===== src/rtl/usb_irq_pkg.sv =====
// usb interrupt gating: register map, field positions, timing counts, carriers
// assumes a 100 MHz core clock and software access over apb
//
// Summary of operation
// status enable bit gates its flag to request
// enables gate propagation only, flags always set
// status enables bits 6..0, bit 7 zero, reset zero
// error summary is OR of enabled error flags
// error enable bit passes or blocks its flag
// error flag sets in detection cycle
// flags stick until software writes zero
// bit 7 stuff error; bits 6,5 read zero
// bit 4 idle over 16 bit times after eop
// bit 3 data field not whole bytes
// bit 2 data crc16 check failure
// bit 1 token crc5 failure, token rejected
// bit 0 packet id check failure
// error enables at 7,4..0, reset zero
// idle over 3 ms sets idle detect flag
// pull-up stays enabled while suspended
// firmware enables module after attach seen
// enabled status flags OR into request
// error summary bit read-only, software cannot write
// hardware set wins over software clear
package usb_irq_pkg;

  localparam logic [11:0] status_flag_off = 12'h000;
  localparam logic [11:0] status_en_off = 12'h004;
  localparam logic [11:0] error_flag_off = 12'h008;
  localparam logic [11:0] error_en_off = 12'h00c;
  localparam logic [11:0] control_off = 12'h010;

  // status flag bit positions
  localparam int bus_reset_bit = 0;
  localparam int error_summary_bit = 1;
  localparam int bus_activity_bit = 2;
  localparam int transaction_done_bit = 3;
  localparam int idle_detect_bit = 4;
  localparam int stall_sent_bit = 5;
  localparam int frame_start_bit = 6;

  // error flag bit positions
  localparam int packet_id_fail_bit = 0;
  localparam int token_check_fail_bit = 1;
  localparam int data_check_fail_bit = 2;
  localparam int partial_byte_bit = 3;
  localparam int turnaround_timeout_bit = 4;
  localparam int stuff_error_bit = 7;

  localparam logic [7:0] status_mask = 8'h7f;
  localparam logic [7:0] status_sw_mask = 8'h7d;
  localparam logic [7:0] error_mask = 8'h9f;
  localparam logic [7:0] reg_reset = 8'h00;

  // control register fields
  localparam int module_en_bit = 0;
  localparam int suspend_bit = 1;
  localparam int pullup_en_bit = 2;

  localparam int core_clk_mhz = 100;
  localparam int idle_time_us = 3000;
  localparam int idle_cycles = idle_time_us * core_clk_mhz;
  localparam int turnaround_bit_times = 16;
  localparam int bit_time_ns = 84;
  localparam int bit_time_cycles = (bit_time_ns * core_clk_mhz) / 1000;

  typedef struct packed {
    logic stuff_error;
    logic turnaround_idle;
    logic partial_byte;
    logic data_check_fail;
    logic token_check_fail;
    logic packet_id_fail;
  } error_event_t;

  typedef struct packed {
    logic frame_start;
    logic stall_sent;
    logic transaction_done;
    logic bus_activity;
    logic bus_reset;
  } status_event_t;

endpackage : usb_irq_pkg


===== src/rtl/line_timer.sv =====
// idle timers: bit-time enable divider, turnaround and suspend idle counters
// assumes bus_idle and eop_seen are already synchronised to core_clk
`timescale 1ns/1ns
module line_timer #(
  parameter int idle_cycles = usb_irq_pkg::idle_cycles,
  parameter int bit_cycles = usb_irq_pkg::bit_time_cycles,
  parameter int turn_bits = usb_irq_pkg::turnaround_bit_times
) (
  input wire logic core_clk,
  input wire logic rst_b,
  input wire logic bus_idle,
  input wire logic eop_seen,
  output logic turnaround_timeout,
  output logic idle_timeout
);

  initial
  begin
    if (idle_cycles < 2 || bit_cycles < 1 || turn_bits < 1)
      $error("line_timer: counts too small");
  end

  logic [7:0] bit_div;
  logic bit_tick;
  logic [7:0] turn_count;
  logic turn_armed;
  logic [31:0] idle_count;

  // one-cycle enable per bit time
  always_ff @(posedge core_clk)
  begin
    if (!rst_b || bit_div == 8'(bit_cycles - 1))
      bit_div <= 8'h00;
    else
      bit_div <= bit_div + 8'h01;
  end

  always_ff @(posedge core_clk)
  begin
    if (!rst_b)
      bit_tick <= 1'b0;
    else
      bit_tick <= (bit_div == 8'(bit_cycles - 1));
  end

  // turnaround watch arms at eop, pulses once after more than turn_bits idle
  always_ff @(posedge core_clk)
  begin
    if (!rst_b)
    begin
      turn_count <= 8'h00;
      turn_armed <= 1'b0;
      turnaround_timeout <= 1'b0;
    end
    else
    begin
      turnaround_timeout <= 1'b0;
      if (eop_seen)
      begin
        turn_count <= 8'h00;
        turn_armed <= 1'b1;
      end
      else if (!bus_idle)
        turn_armed <= 1'b0;
      else if (turn_armed && bit_tick)
      begin
        if (turn_count == 8'(turn_bits))
        begin
          turnaround_timeout <= 1'b1;
          turn_armed <= 1'b0;
        end
        else
          turn_count <= turn_count + 8'h01;
      end
    end
  end

  // suspend idle: one pulse per idle stretch
  always_ff @(posedge core_clk)
  begin
    if (!rst_b)
    begin
      idle_count <= 32'h0000_0000;
      idle_timeout <= 1'b0;
    end
    else
    begin
      idle_timeout <= 1'b0;
      if (!bus_idle)
        idle_count <= 32'h0000_0000;
      else if (idle_count < 32'(idle_cycles))
        idle_count <= idle_count + 32'h0000_0001;
      else if (idle_count == 32'(idle_cycles))
      begin
        idle_timeout <= 1'b1;
        idle_count <= idle_count + 32'h0000_0001;
      end
    end
  end

endmodule : line_timer


===== src/rtl/usb_irq_gate.sv =====
// usb status and error flag registers with two-level interrupt gating
// assumes the serial engine gives same-clock event pulses; line levels are async
//
// The address map and register access over APB were decided locally.
`timescale 1ns/1ns
module usb_irq_gate #(
  parameter int idle_cycles = usb_irq_pkg::idle_cycles
) (
  input wire logic core_clk,
  input wire logic rst_b,
  input wire logic [11:0] paddr,
  input wire logic psel,
  input wire logic penable,
  input wire logic pwrite,
  input wire logic [31:0] pwdata,
  input wire logic [3:0] pstrb,
  output logic [31:0] prdata,
  output logic pready,
  output logic pslverr,
  input wire usb_irq_pkg::status_event_t status_event,
  input wire usb_irq_pkg::error_event_t error_event,
  input wire logic line_idle_pin,
  input wire logic eop_seen,
  output logic usb_request_flag,
  output logic pullup_en,
  output logic module_en,
  output logic suspended
);

  initial
  begin
    if (idle_cycles < 2)
      $error("usb_irq_gate: idle_cycles too small");
  end

  logic [7:0] status_flag_reg;
  logic [7:0] usb_status_irq_enable;
  logic [7:0] usb_error_flags;
  logic [7:0] usb_error_irq_enable;
  logic [2:0] control_reg;
  logic [2:0] idle_sync;
  logic line_idle;
  logic turnaround_timeout;
  logic idle_timeout;
  logic [7:0] error_set;
  logic [7:0] status_set;
  logic error_summary_flag;
  logic access;
  logic wr_en;
  logic [7:0] wbyte;

  function automatic logic hit(input logic [11:0] addr, input logic [11:0] off);
    hit = (addr == off);
  endfunction : hit

  function automatic logic mapped(input logic [11:0] addr);
    mapped = hit(addr, usb_irq_pkg::status_flag_off) || hit(addr, usb_irq_pkg::status_en_off)
      || hit(addr, usb_irq_pkg::error_flag_off) || hit(addr, usb_irq_pkg::error_en_off)
      || hit(addr, usb_irq_pkg::control_off);
  endfunction : mapped

  assign access = psel && penable && pready;
  assign wr_en = access && pwrite && pstrb[0];
  assign wbyte = pwdata[7:0];

  // pin level, three stages; accepted when the last two agree
  always_ff @(posedge core_clk)
  begin
    if (!rst_b)
      idle_sync <= 3'b111;
    else
      idle_sync <= {idle_sync[1:0], line_idle_pin};
  end

  always_ff @(posedge core_clk)
  begin
    if (!rst_b)
      line_idle <= 1'b1;
    else if (idle_sync[2] == idle_sync[1])
      line_idle <= idle_sync[2];
  end

  line_timer #(
    .idle_cycles(idle_cycles),
    .bit_cycles(usb_irq_pkg::bit_time_cycles),
    .turn_bits(usb_irq_pkg::turnaround_bit_times)
  ) u_line_timer (
    .core_clk(core_clk),
    .rst_b(rst_b),
    .bus_idle(line_idle),
    .eop_seen(eop_seen),
    .turnaround_timeout(turnaround_timeout),
    .idle_timeout(idle_timeout)
  );

  always_comb
  begin
    error_set = 8'h00;
    error_set[usb_irq_pkg::stuff_error_bit] = error_event.stuff_error;
    error_set[usb_irq_pkg::turnaround_timeout_bit] =
      error_event.turnaround_idle | turnaround_timeout;
    error_set[usb_irq_pkg::partial_byte_bit] = error_event.partial_byte;
    error_set[usb_irq_pkg::data_check_fail_bit] = error_event.data_check_fail;
    error_set[usb_irq_pkg::token_check_fail_bit] = error_event.token_check_fail;
    error_set[usb_irq_pkg::packet_id_fail_bit] = error_event.packet_id_fail;
  end

  always_comb
  begin
    status_set = 8'h00;
    status_set[usb_irq_pkg::frame_start_bit] = status_event.frame_start;
    status_set[usb_irq_pkg::stall_sent_bit] = status_event.stall_sent;
    status_set[usb_irq_pkg::idle_detect_bit] = idle_timeout;
    status_set[usb_irq_pkg::transaction_done_bit] = status_event.transaction_done;
    status_set[usb_irq_pkg::bus_activity_bit] = status_event.bus_activity;
    status_set[usb_irq_pkg::bus_reset_bit] = status_event.bus_reset;
  end

  // error flags: set in the detection cycle regardless of enables, cleared by writing 0
  always_ff @(posedge core_clk)
  begin
    if (!rst_b)
      usb_error_flags <= usb_irq_pkg::reg_reset;
    else if (wr_en && hit(paddr, usb_irq_pkg::error_flag_off))
      usb_error_flags <= ((usb_error_flags & wbyte) | error_set)
        & usb_irq_pkg::error_mask;
    else
      usb_error_flags <= (usb_error_flags | error_set) & usb_irq_pkg::error_mask;
  end

  always_ff @(posedge core_clk)
  begin
    if (!rst_b)
      usb_error_irq_enable <= usb_irq_pkg::reg_reset;
    else if (wr_en && hit(paddr, usb_irq_pkg::error_en_off))
      usb_error_irq_enable <= wbyte & usb_irq_pkg::error_mask;
  end

  // summary tracks enabled flags only; software writes cannot touch it
  assign error_summary_flag = |(usb_error_flags & usb_error_irq_enable);

  // status flags: software may clear or set (debug), except the summary bit
  always_ff @(posedge core_clk)
  begin
    if (!rst_b)
      status_flag_reg <= usb_irq_pkg::reg_reset;
    else
    begin
      if (wr_en && hit(paddr, usb_irq_pkg::status_flag_off))
        status_flag_reg <= (wbyte & usb_irq_pkg::status_sw_mask) | status_set;
      else
        status_flag_reg <= (status_flag_reg | status_set) & usb_irq_pkg::status_sw_mask;
      status_flag_reg[usb_irq_pkg::error_summary_bit] <= error_summary_flag;
    end
  end

  always_ff @(posedge core_clk)
  begin
    if (!rst_b)
      usb_status_irq_enable <= usb_irq_pkg::reg_reset;
    else if (wr_en && hit(paddr, usb_irq_pkg::status_en_off))
      usb_status_irq_enable <= wbyte & usb_irq_pkg::status_mask;
  end

  // firmware is expected to hold module and pull-up off until attach is seen
  always_ff @(posedge core_clk)
  begin
    if (!rst_b)
      control_reg <= 3'b000;
    else if (wr_en && hit(paddr, usb_irq_pkg::control_off))
      control_reg <= wbyte[2:0];
  end

  always_ff @(posedge core_clk)
  begin
    if (!rst_b)
    begin
      module_en <= 1'b0;
      suspended <= 1'b0;
      pullup_en <= 1'b0;
    end
    else
    begin
      module_en <= control_reg[usb_irq_pkg::module_en_bit];
      suspended <= control_reg[usb_irq_pkg::suspend_bit];
      // suspend does not release the pull-up
      pullup_en <= control_reg[usb_irq_pkg::pullup_en_bit];
    end
  end

  // request one cycle after the flag/enable pair, from a flop
  always_ff @(posedge core_clk)
  begin
    if (!rst_b)
      usb_request_flag <= 1'b0;
    else
      usb_request_flag <= |(status_flag_reg & usb_status_irq_enable);
  end

  // apb: one wait state so read data comes from a flop
  always_ff @(posedge core_clk)
  begin
    if (!rst_b)
      pready <= 1'b0;
    else
      pready <= psel && penable && !pready;
  end

  always_ff @(posedge core_clk)
  begin
    if (!rst_b)
    begin
      prdata <= 32'h0000_0000;
      pslverr <= 1'b0;
    end
    else if (psel && penable && !pready)
    begin
      pslverr <= !mapped(paddr);
      case (paddr)
        usb_irq_pkg::status_flag_off: prdata <= {24'h000000, status_flag_reg};
        usb_irq_pkg::status_en_off: prdata <= {24'h000000, usb_status_irq_enable};
        usb_irq_pkg::error_flag_off: prdata <= {24'h000000, usb_error_flags};
        usb_irq_pkg::error_en_off: prdata <= {24'h000000, usb_error_irq_enable};
        usb_irq_pkg::control_off: prdata <= {29'h00000000, control_reg};
        default: prdata <= 32'h0000_0000;
      endcase
    end
    else
    begin
      prdata <= 32'h0000_0000;
      pslverr <= 1'b0;
    end
  end

  property p_request_follows;
    @(posedge core_clk) disable iff (!rst_b)
    |(status_flag_reg & usb_status_irq_enable) |=> usb_request_flag;
  endproperty
  a_request_follows: assert property (p_request_follows) else $error("request missing");

  property p_request_masked;
    @(posedge core_clk) disable iff (!rst_b)
    (status_flag_reg & usb_status_irq_enable) == 8'h00 |=> !usb_request_flag;
  endproperty
  a_request_masked: assert property (p_request_masked) else $error("masked request");

  property p_err_set;
    @(posedge core_clk) disable iff (!rst_b)
    error_event.stuff_error |=> usb_error_flags[usb_irq_pkg::stuff_error_bit];
  endproperty
  a_err_set: assert property (p_err_set) else $error("stuff flag not set");

  property p_err_sticky;
    @(posedge core_clk) disable iff (!rst_b)
    usb_error_flags[usb_irq_pkg::packet_id_fail_bit]
      && !(wr_en && hit(paddr, usb_irq_pkg::error_flag_off))
      |=> usb_error_flags[usb_irq_pkg::packet_id_fail_bit];
  endproperty
  a_err_sticky: assert property (p_err_sticky) else $error("flag dropped");

  property p_err_zero;
    @(posedge core_clk) disable iff (!rst_b)
    usb_error_flags[6:5] == 2'b00 && usb_status_irq_enable[7] == 1'b0;
  endproperty
  a_err_zero: assert property (p_err_zero) else $error("reserved bit set");

  property p_summary;
    @(posedge core_clk) disable iff (!rst_b)
    ##1 status_flag_reg[usb_irq_pkg::error_summary_bit]
      == $past(|(usb_error_flags & usb_error_irq_enable));
  endproperty
  a_summary: assert property (p_summary) else $error("summary mismatch");

  property p_set_wins;
    @(posedge core_clk) disable iff (!rst_b)
    error_event.packet_id_fail && wr_en && hit(paddr, usb_irq_pkg::error_flag_off)
      |=> usb_error_flags[usb_irq_pkg::packet_id_fail_bit];
  endproperty
  a_set_wins: assert property (p_set_wins) else $error("event lost");

  property p_idle_flag;
    @(posedge core_clk) disable iff (!rst_b)
    idle_timeout |=> status_flag_reg[usb_irq_pkg::idle_detect_bit];
  endproperty
  a_idle_flag: assert property (p_idle_flag) else $error("idle flag missing");

  property p_pullup_suspend;
    @(posedge core_clk) disable iff (!rst_b)
    control_reg[usb_irq_pkg::pullup_en_bit] && $rose(suspended) |-> pullup_en;
  endproperty
  a_pullup_suspend: assert property (p_pullup_suspend) else $error("pullup released");

  property p_status_set;
    @(posedge core_clk) disable iff (!rst_b)
    status_event.bus_reset |=> status_flag_reg[usb_irq_pkg::bus_reset_bit];
  endproperty
  a_status_set: assert property (p_status_set) else $error("status flag not set");

  property p_status_sticky;
    @(posedge core_clk) disable iff (!rst_b)
    status_flag_reg[usb_irq_pkg::frame_start_bit]
      && !(wr_en && hit(paddr, usb_irq_pkg::status_flag_off))
      |=> status_flag_reg[usb_irq_pkg::frame_start_bit];
  endproperty
  a_status_sticky: assert property (p_status_sticky) else $error("flag lost");

  property p_summary_write;
    @(posedge core_clk) disable iff (!rst_b)
    wr_en && hit(paddr, usb_irq_pkg::status_flag_off)
      |=> status_flag_reg[usb_irq_pkg::error_summary_bit] == $past(error_summary_flag);
  endproperty
  a_summary_write: assert property (p_summary_write) else $error("summary hit");

  property p_flag_clear;
    @(posedge core_clk) disable iff (!rst_b)
    wr_en && hit(paddr, usb_irq_pkg::error_flag_off)
      && !wbyte[usb_irq_pkg::packet_id_fail_bit] && !error_set[usb_irq_pkg::packet_id_fail_bit]
      |=> !usb_error_flags[usb_irq_pkg::packet_id_fail_bit];
  endproperty
  a_flag_clear: assert property (p_flag_clear) else $error("flag not cleared");

  property p_turn_flag;
    @(posedge core_clk) disable iff (!rst_b)
    turnaround_timeout |=> usb_error_flags[usb_irq_pkg::turnaround_timeout_bit];
  endproperty
  a_turn_flag: assert property (p_turn_flag) else $error("turnaround flag missing");

  property p_en_reserved;
    @(posedge core_clk) disable iff (!rst_b)
    usb_error_irq_enable[6:5] == 2'b00;
  endproperty
  a_en_reserved: assert property (p_en_reserved) else $error("reserved enable set");

  property p_err_pass;
    @(posedge core_clk) disable iff (!rst_b)
    usb_error_flags[usb_irq_pkg::stuff_error_bit]
      && usb_error_irq_enable[usb_irq_pkg::stuff_error_bit]
      |=> status_flag_reg[usb_irq_pkg::error_summary_bit];
  endproperty
  a_err_pass: assert property (p_err_pass) else $error("enabled error blocked");

  property p_pullup_follows;
    @(posedge core_clk) disable iff (!rst_b)
    1'b1 |=> pullup_en == $past(control_reg[usb_irq_pkg::pullup_en_bit]);
  endproperty
  a_pullup_follows: assert property (p_pullup_follows) else $error("pullup lost");

  c_request: cover property (@(posedge core_clk) disable iff (!rst_b) $rose(usb_request_flag));
  c_summary: cover property (@(posedge core_clk) disable iff (!rst_b)
    $rose(status_flag_reg[usb_irq_pkg::error_summary_bit]));
  c_turn: cover property (@(posedge core_clk) disable iff (!rst_b) turnaround_timeout);
  c_idle: cover property (@(posedge core_clk) disable iff (!rst_b) idle_timeout);

endmodule : usb_irq_gate


===== config.mk =====
export PLATFORM = sky130hd
export DESIGN_NAME = usb_irq_gate
export DESIGN_NICKNAME = d
export VERILOG_FILES = /design/src/rtl/usb_irq_pkg.sv /design/src/rtl/line_timer.sv /design/src/rtl/usb_irq_gate.sv
export SDC_FILE = /design/constraint.sdc
export NUM_CORES = 1
export LEC_CHECK = 0
export BUFFER_PORTS_ARGS = -buffer_cell sky130_fd_sc_hd__buf_2
export CAP_MARGIN = 10
export CORE_UTILIZATION = 35
export CTS_CLUSTER_DIAMETER = 50
export DETAILED_ROUTE_END_ITERATION = 16
export PLACE_DENSITY_LB_ADDON = 0.25
export SLEW_MARGIN = 25
export SYNTH_ARGS = -nofsm -noshare
export SYNTH_HDL_FRONTEND = slang
export SYNTH_HIERARCHICAL = 1
export SYNTH_SLANG_ARGS = --single-unit
export TNS_END_PERCENT = 5

===== constraint.sdc =====
create_clock -name core_clk -period 5.25 [get_ports core_clk]
set_input_delay 0 -clock core_clk [delete_from_list [all_inputs] [get_ports core_clk]]
set_output_delay 0 -clock core_clk [all_outputs]
set_load 0.01 [all_outputs]

## After elaboration in Yosys (flattened, before gate mapping)

Index checks and enable logic that the tools add are counted.

- Add/sub/neg operators: 3
- $lt $le $gt $ge: 1
- Equal/unequal tests: 10
- Multiplexer cells: 11
- Bitwise operators: 12
- Reduce and logical (&&, ||, !) cells: 30

Operator list:

| cell | number |
|---|---|
| 2-to-1 mux 32 bit | 2 |
| one-hot mux 8 bit (5 select lines) | 1 |
| adder 32 x 1 -> 32 bit (second input constant) | 1 |
| == test 32 x 19 -> 1 bit (second input constant) | 1 |
| less-than comparator 32 x 19 -> 1 bit (second input constant) | 1 |
| == test 12 x 4 -> 1 bit (second input constant) | 2 |
| adder 8 x 1 -> 8 bit (second input constant) | 2 |
| AND 8 bit | 2 |
| OR 8 bit | 2 |
| OR reduction 8 bit | 2 |
| OR 7 bit | 2 |
| == test 12 x 3 -> 1 bit (second input constant) | 1 |
| == test 12 x 5 -> 1 bit (second input constant) | 1 |
| zero test 12 bit | 1 |
| logical AND 1 bit | 11 |
| == test 8 x 3 -> 1 bit (second input constant) | 1 |
| == test 8 x 5 -> 1 bit (second input constant) | 1 |
| 2-to-1 mux 8 bit | 1 |
| AND 7 bit | 1 |
| 2-to-1 mux 7 bit | 1 |
| 2-to-1 mux 1 bit | 6 |
| inequality test 3 x 2 -> 1 bit (second input constant) | 2 |
| AND reduction 2 bit | 3 |
| logical OR 1 bit | 5 |
| 9 further kinds | 14 |

- Register bits after elaboration: 125
- Input port bits: 66
- Output and inout port bits: 38
- Logic and storage cells: 88

## Logic depth before layout (Yosys ltp)

- Depth after elaboration: 6
- Mapped depth: 9
- Gate-level depth less buffers: 7

## Hierarchy

The synthesis kept the hierarchy.

By module, submodules not included:

| module | times used | cells each | area an instance (um^2) | sequential area each (um^2) |
|---|---|---|---|---|
| line_timer | 1 | 249 | 2227.1 | 1041.0 |
| usb_irq_gate | 1 | 247 | 2180.8 | 940.9 |

## Least setup slack after synthesis

OpenSTA, ideal clock, no wires.

- Path type: register to register
- From: register u_line_timer.idle_count[13]
- To: register u_line_timer.idle_count[10]
- Setup time: 0.072 ns
- Data arrival time: 1.993 ns
- Data required time: 5.178 ns
- Setup slack: 3.185 ns
- Stages on the path, launching flop included: 7
- Path buffers: 1
- Clock period less this slack: 2.065 ns
- Path through: dfxtp_1 -> or4_4 -> a211o_1 -> o211a_2 -> buf_6 -> or4_1 -> a21oi_1

- Longest elaborated chain between the ends: 2
- Elaborated cells on any way between the ends: 4
- Classes of those cells: 1 x order compare; 1 x eq/ne; 1 x mux; 1 x reduce/logical

Ends and longest elaborated chain:

| what | RTL line | RTL |
|---|---|---|
| start, declared | line_timer.sv:27 | `logic [31:0] idle_count;` |
| start signal, assigned | line_timer.sv:92 | `idle_count <= idle_count + 32'h0000_0001;` |
| start signal, assigned | line_timer.sv:96 | `idle_count <= idle_count + 32'h0000_0001;` |
| less-than comparator 32 x 19 -> 1 bit / == test 32 x 19 -> 1 bit (equally long branches) | line_timer.sv:91, line_timer.sv:93 |  |
| 2-to-1 mux 32 bit / nonzero test 2 bit (equally long branches) | - |  |

Several ways; a longest one is shown, not always the timed one.
A chain may end at the register's enable or synchronous reset.

## Worst setup path after layout

- From: register u_line_timer.idle_count[13]
- To: register u_line_timer.idle_count[8]

Same word-level chain as after synthesis.

==> metrics.csv <==
metric;value;unit
status;completed;
slew_headroom;42.0;%
fp.dieW;114;µm
yosysWarnings;6;
ys_seq_area_share;45.0;%
synth_seq_cells;99;
p_per_area;306;nW/µm²
period_share;44.4;%
regMostFlops;u_line_timer/idle_count;
drive_above_1_share;13.7;%
port_buffers;52;
yosys.area.top_type;dfxtp_1;
drc;0;
clkPwrFrac;46.1;%
area_delta_synth_final;19.2;%
via_per_inst;5.22;
clkLatencyLatePin;0.34;ns
antenna_found_initial;0;
nets;629;
ioPinCount;104;
crit_family;simple AND/OR/NAND/NOR gates;
cts_sinks;99;
antenna_cells;0;
numCtsBuffers;9;
start_util;36.2;%
stdcell_count;730;
synthDistinctLibCells;51;
synth_edf_count;0;
r2r-end;u_line_timer/idle_count[8];
intPower;1.27;mW
async_flop_share;0;%
overflow;0;
hpwl;6980;µm
cts_resized;0;
grt_pass1_vias;3564;
cp_data_arrival_time;2.58;ns
layout_commonest_cell;dfxtp_1;
synth_top_flop_cell;dfxtp_1;
holdPathEnd;pslverr;
criticalPathCategory;reg -> reg;
drt-pass1-iter-count;4;
die_h;114;µm
worst_pin_slew;0.863;ns
largest_reg_flops;32;
hp-class;in -> reg;
p_seq_share;48.2;%
tritoncts;yes;
mostFrequentLayoutCells;99 x dfxtp_1, 52 x buf_2, 36 x a21oi_1;
drt_iter0_drc;253;
fp-row-count;40;
rr_worst_depth;5;
wire_per_inst;13.9;µm
r2r_slack;2.92;ns
ir_worst_vdd;0.149;mV
finalSetupViolations;0;
wl;10100;µm
netlist_area;4410;µm²
required;5.50;ns
cp-end-kind;flop;
dp.cells;692;
path_clk_slew;0.07;ns
core;12200;µm²
cts_buffer_depth;2;
postCtsHoldBufs;23;
ant_nets;0;
cp-start-kind;flop;
die_area;13000;µm²
cp_slowest_cell;or4_4;
leakage;2.05;nW
skew;0.0104;ns
critPathBufInv;0;
crit_chain;or4_4 > a211o_1 > o211a_2 > or4_1 > a21oi_1;
swShare;21.2;%
p_sw;341;µW
slew_viol_final;0;
cts-root-buf;clkbuf_16;
vias;3813;
synthTopCellsByArea;dfxtp_1 45%, a21oi_1 4.1%, buf_4 4.1%;
gp_congestion;0.873;
syn-instance-count;496;
globalRouteTotalUtil;16.2;%
maxCapViolations;0;
fmax;429;MHz
worstHoldPathCells;3;
r2r-start;u_line_timer/idle_count[13];
rsz0062_at_grt;no;
pwr-share-comb;5.8;%
n_fill_cell;1191;
postCtsSetupRepairBufs;0;
grt_max_degree;46;
grt_pass1_wl;16900;µm
min_from;paddr[0];
crit_fanout;35;
syn_avg_cell_area;8.89;µm²
setup_tns;0;ns
hold_viol_final;0;
synth_top_area_share;45.0;%
critPathMaxStageDelay;0.57;ns
finalCriticalPeriod;2.33;ns
h-tree-depth;3;
## cell families (layout without fill, tap and decap cells)
group / after synthesis / count (layout) / share of synthesized area (%)
AND/OR/NAND/NOR: 199 / 199 / 25.3
AO/OA/AOI/OAI: 114 / 114 / 15.6
flip-flops: 99 / 99 / 45.0
buffers and inverters: 54 / 97 / 6.93
XOR/XNOR: 13 / 13 / 2.58
multiplexers: 11 / 11 / 3.07
adder cells (fa/ha/maj): 5 / 5 / 1.42
other: 1 / 24 / 0.0851
## power by group through the flow
| stage | clock network, mW | logic (mW) | registers, mW |
|---|---|---|---|
| CTS | 0.760 | 0.0920 | 0.774 |
| floorplan | 0 | 0.0619 | 0.787 |
| global route | 0.789 | 0.103 | 0.776 |
| finish | 0.741 | 0.0925 | 0.774 |
| detailed placement | 0 | 0.0782 | 0.791 |
| global placement | 0 | 0.0768 | 0.791 |
## stage by stage
stage	power (mW)	cell area [µm²]	hold WS [ns]	setup slack, ns	util (%)
2_1_floorplan	0.849	4490	0.101	3.19	-
3_3_place_gp	0.867	4690	0.192	2.85	38.5
3_5_place_dp	0.869	4690	0.194	2.80	38.5
4_1_cts	1.63	5260	0.0131	2.92	43.2
5_1_grt	1.67	5260	0.0599	2.75	43.2
6_report	1.61	5260	0.0197	2.92	43.2
## worst reg2reg max path: stages (launching register included)
cell and delay [ns]:
dfxtp_1 0.35, or4_4 0.57, a211o_1 0.26, o211a_2 0.31
or4_1 0.56, a21oi_1 0.18
## area by class of cell
class,instances,area [µm²],share of cell area [%]
Clock buffer,9,225,4.29
Clock inverter,6,114,2.17
Inverter,7,26.3,0.500
Multi-Input combinational cell,366,2210,42.0
Sequential cell,99,1980,37.7
Tap cell,168,210,4.00
Timing Repair Buffer,75,490,9.33
## how the worst max path moves through the flow
stage	start	cells after the start	slack, ns	endpoint
finish	u_line_timer/idle_count[13]	5	2.92	u_line_timer/idle_count[8]
global route	u_line_timer/idle_count[0]	7	2.75	u_line_timer/idle_count[8]
CTS	u_line_timer/idle_count[13]	5	2.92	u_line_timer/idle_count[8]
detailed placement	rst_b	5	2.80	prdata[5]
global placement	rst_b	5	2.85	prdata[7]
floorplan	u_line_timer/idle_count[13]	6	3.19	u_line_timer/idle_count[10]
## cell usage after synthesis (3+ instances only)
master     n
dfxtp_1   99
a21oi_1   36
nand2_1   32
nor2_1    31
buf_4     24
and3_1    21
nand3_1   20
nand4_1   19
o21ai_0   19
clkbuf_1  17
a31oi_1   15
or4_1     14
nor3_1    12
o21ai_1   11
mux2i_1    9
a22oi_1    8
nor4_1     8
o31ai_1    8
xor2_1     8
and2_1     6
inv_1      6
or3_1      6
and4_1     5
ha_1       5
xnor2_1    5
buf_2      4
nand2b_1   4
nor2b_1    4
nor4b_1    4
o211ai_1   4
a22o_1     3
a32oi_1    3
or2_2      3
## metal layers
metal	track usage [%]	wire [µm]	up-vias
met5	0	0	-
met4	4.94	114	0
met3	3.65	372	7
met2	26.3	4750	82
met1	21.4	4880	1812
li1	-	-	1912
Power figures use the tool's default switching activity.
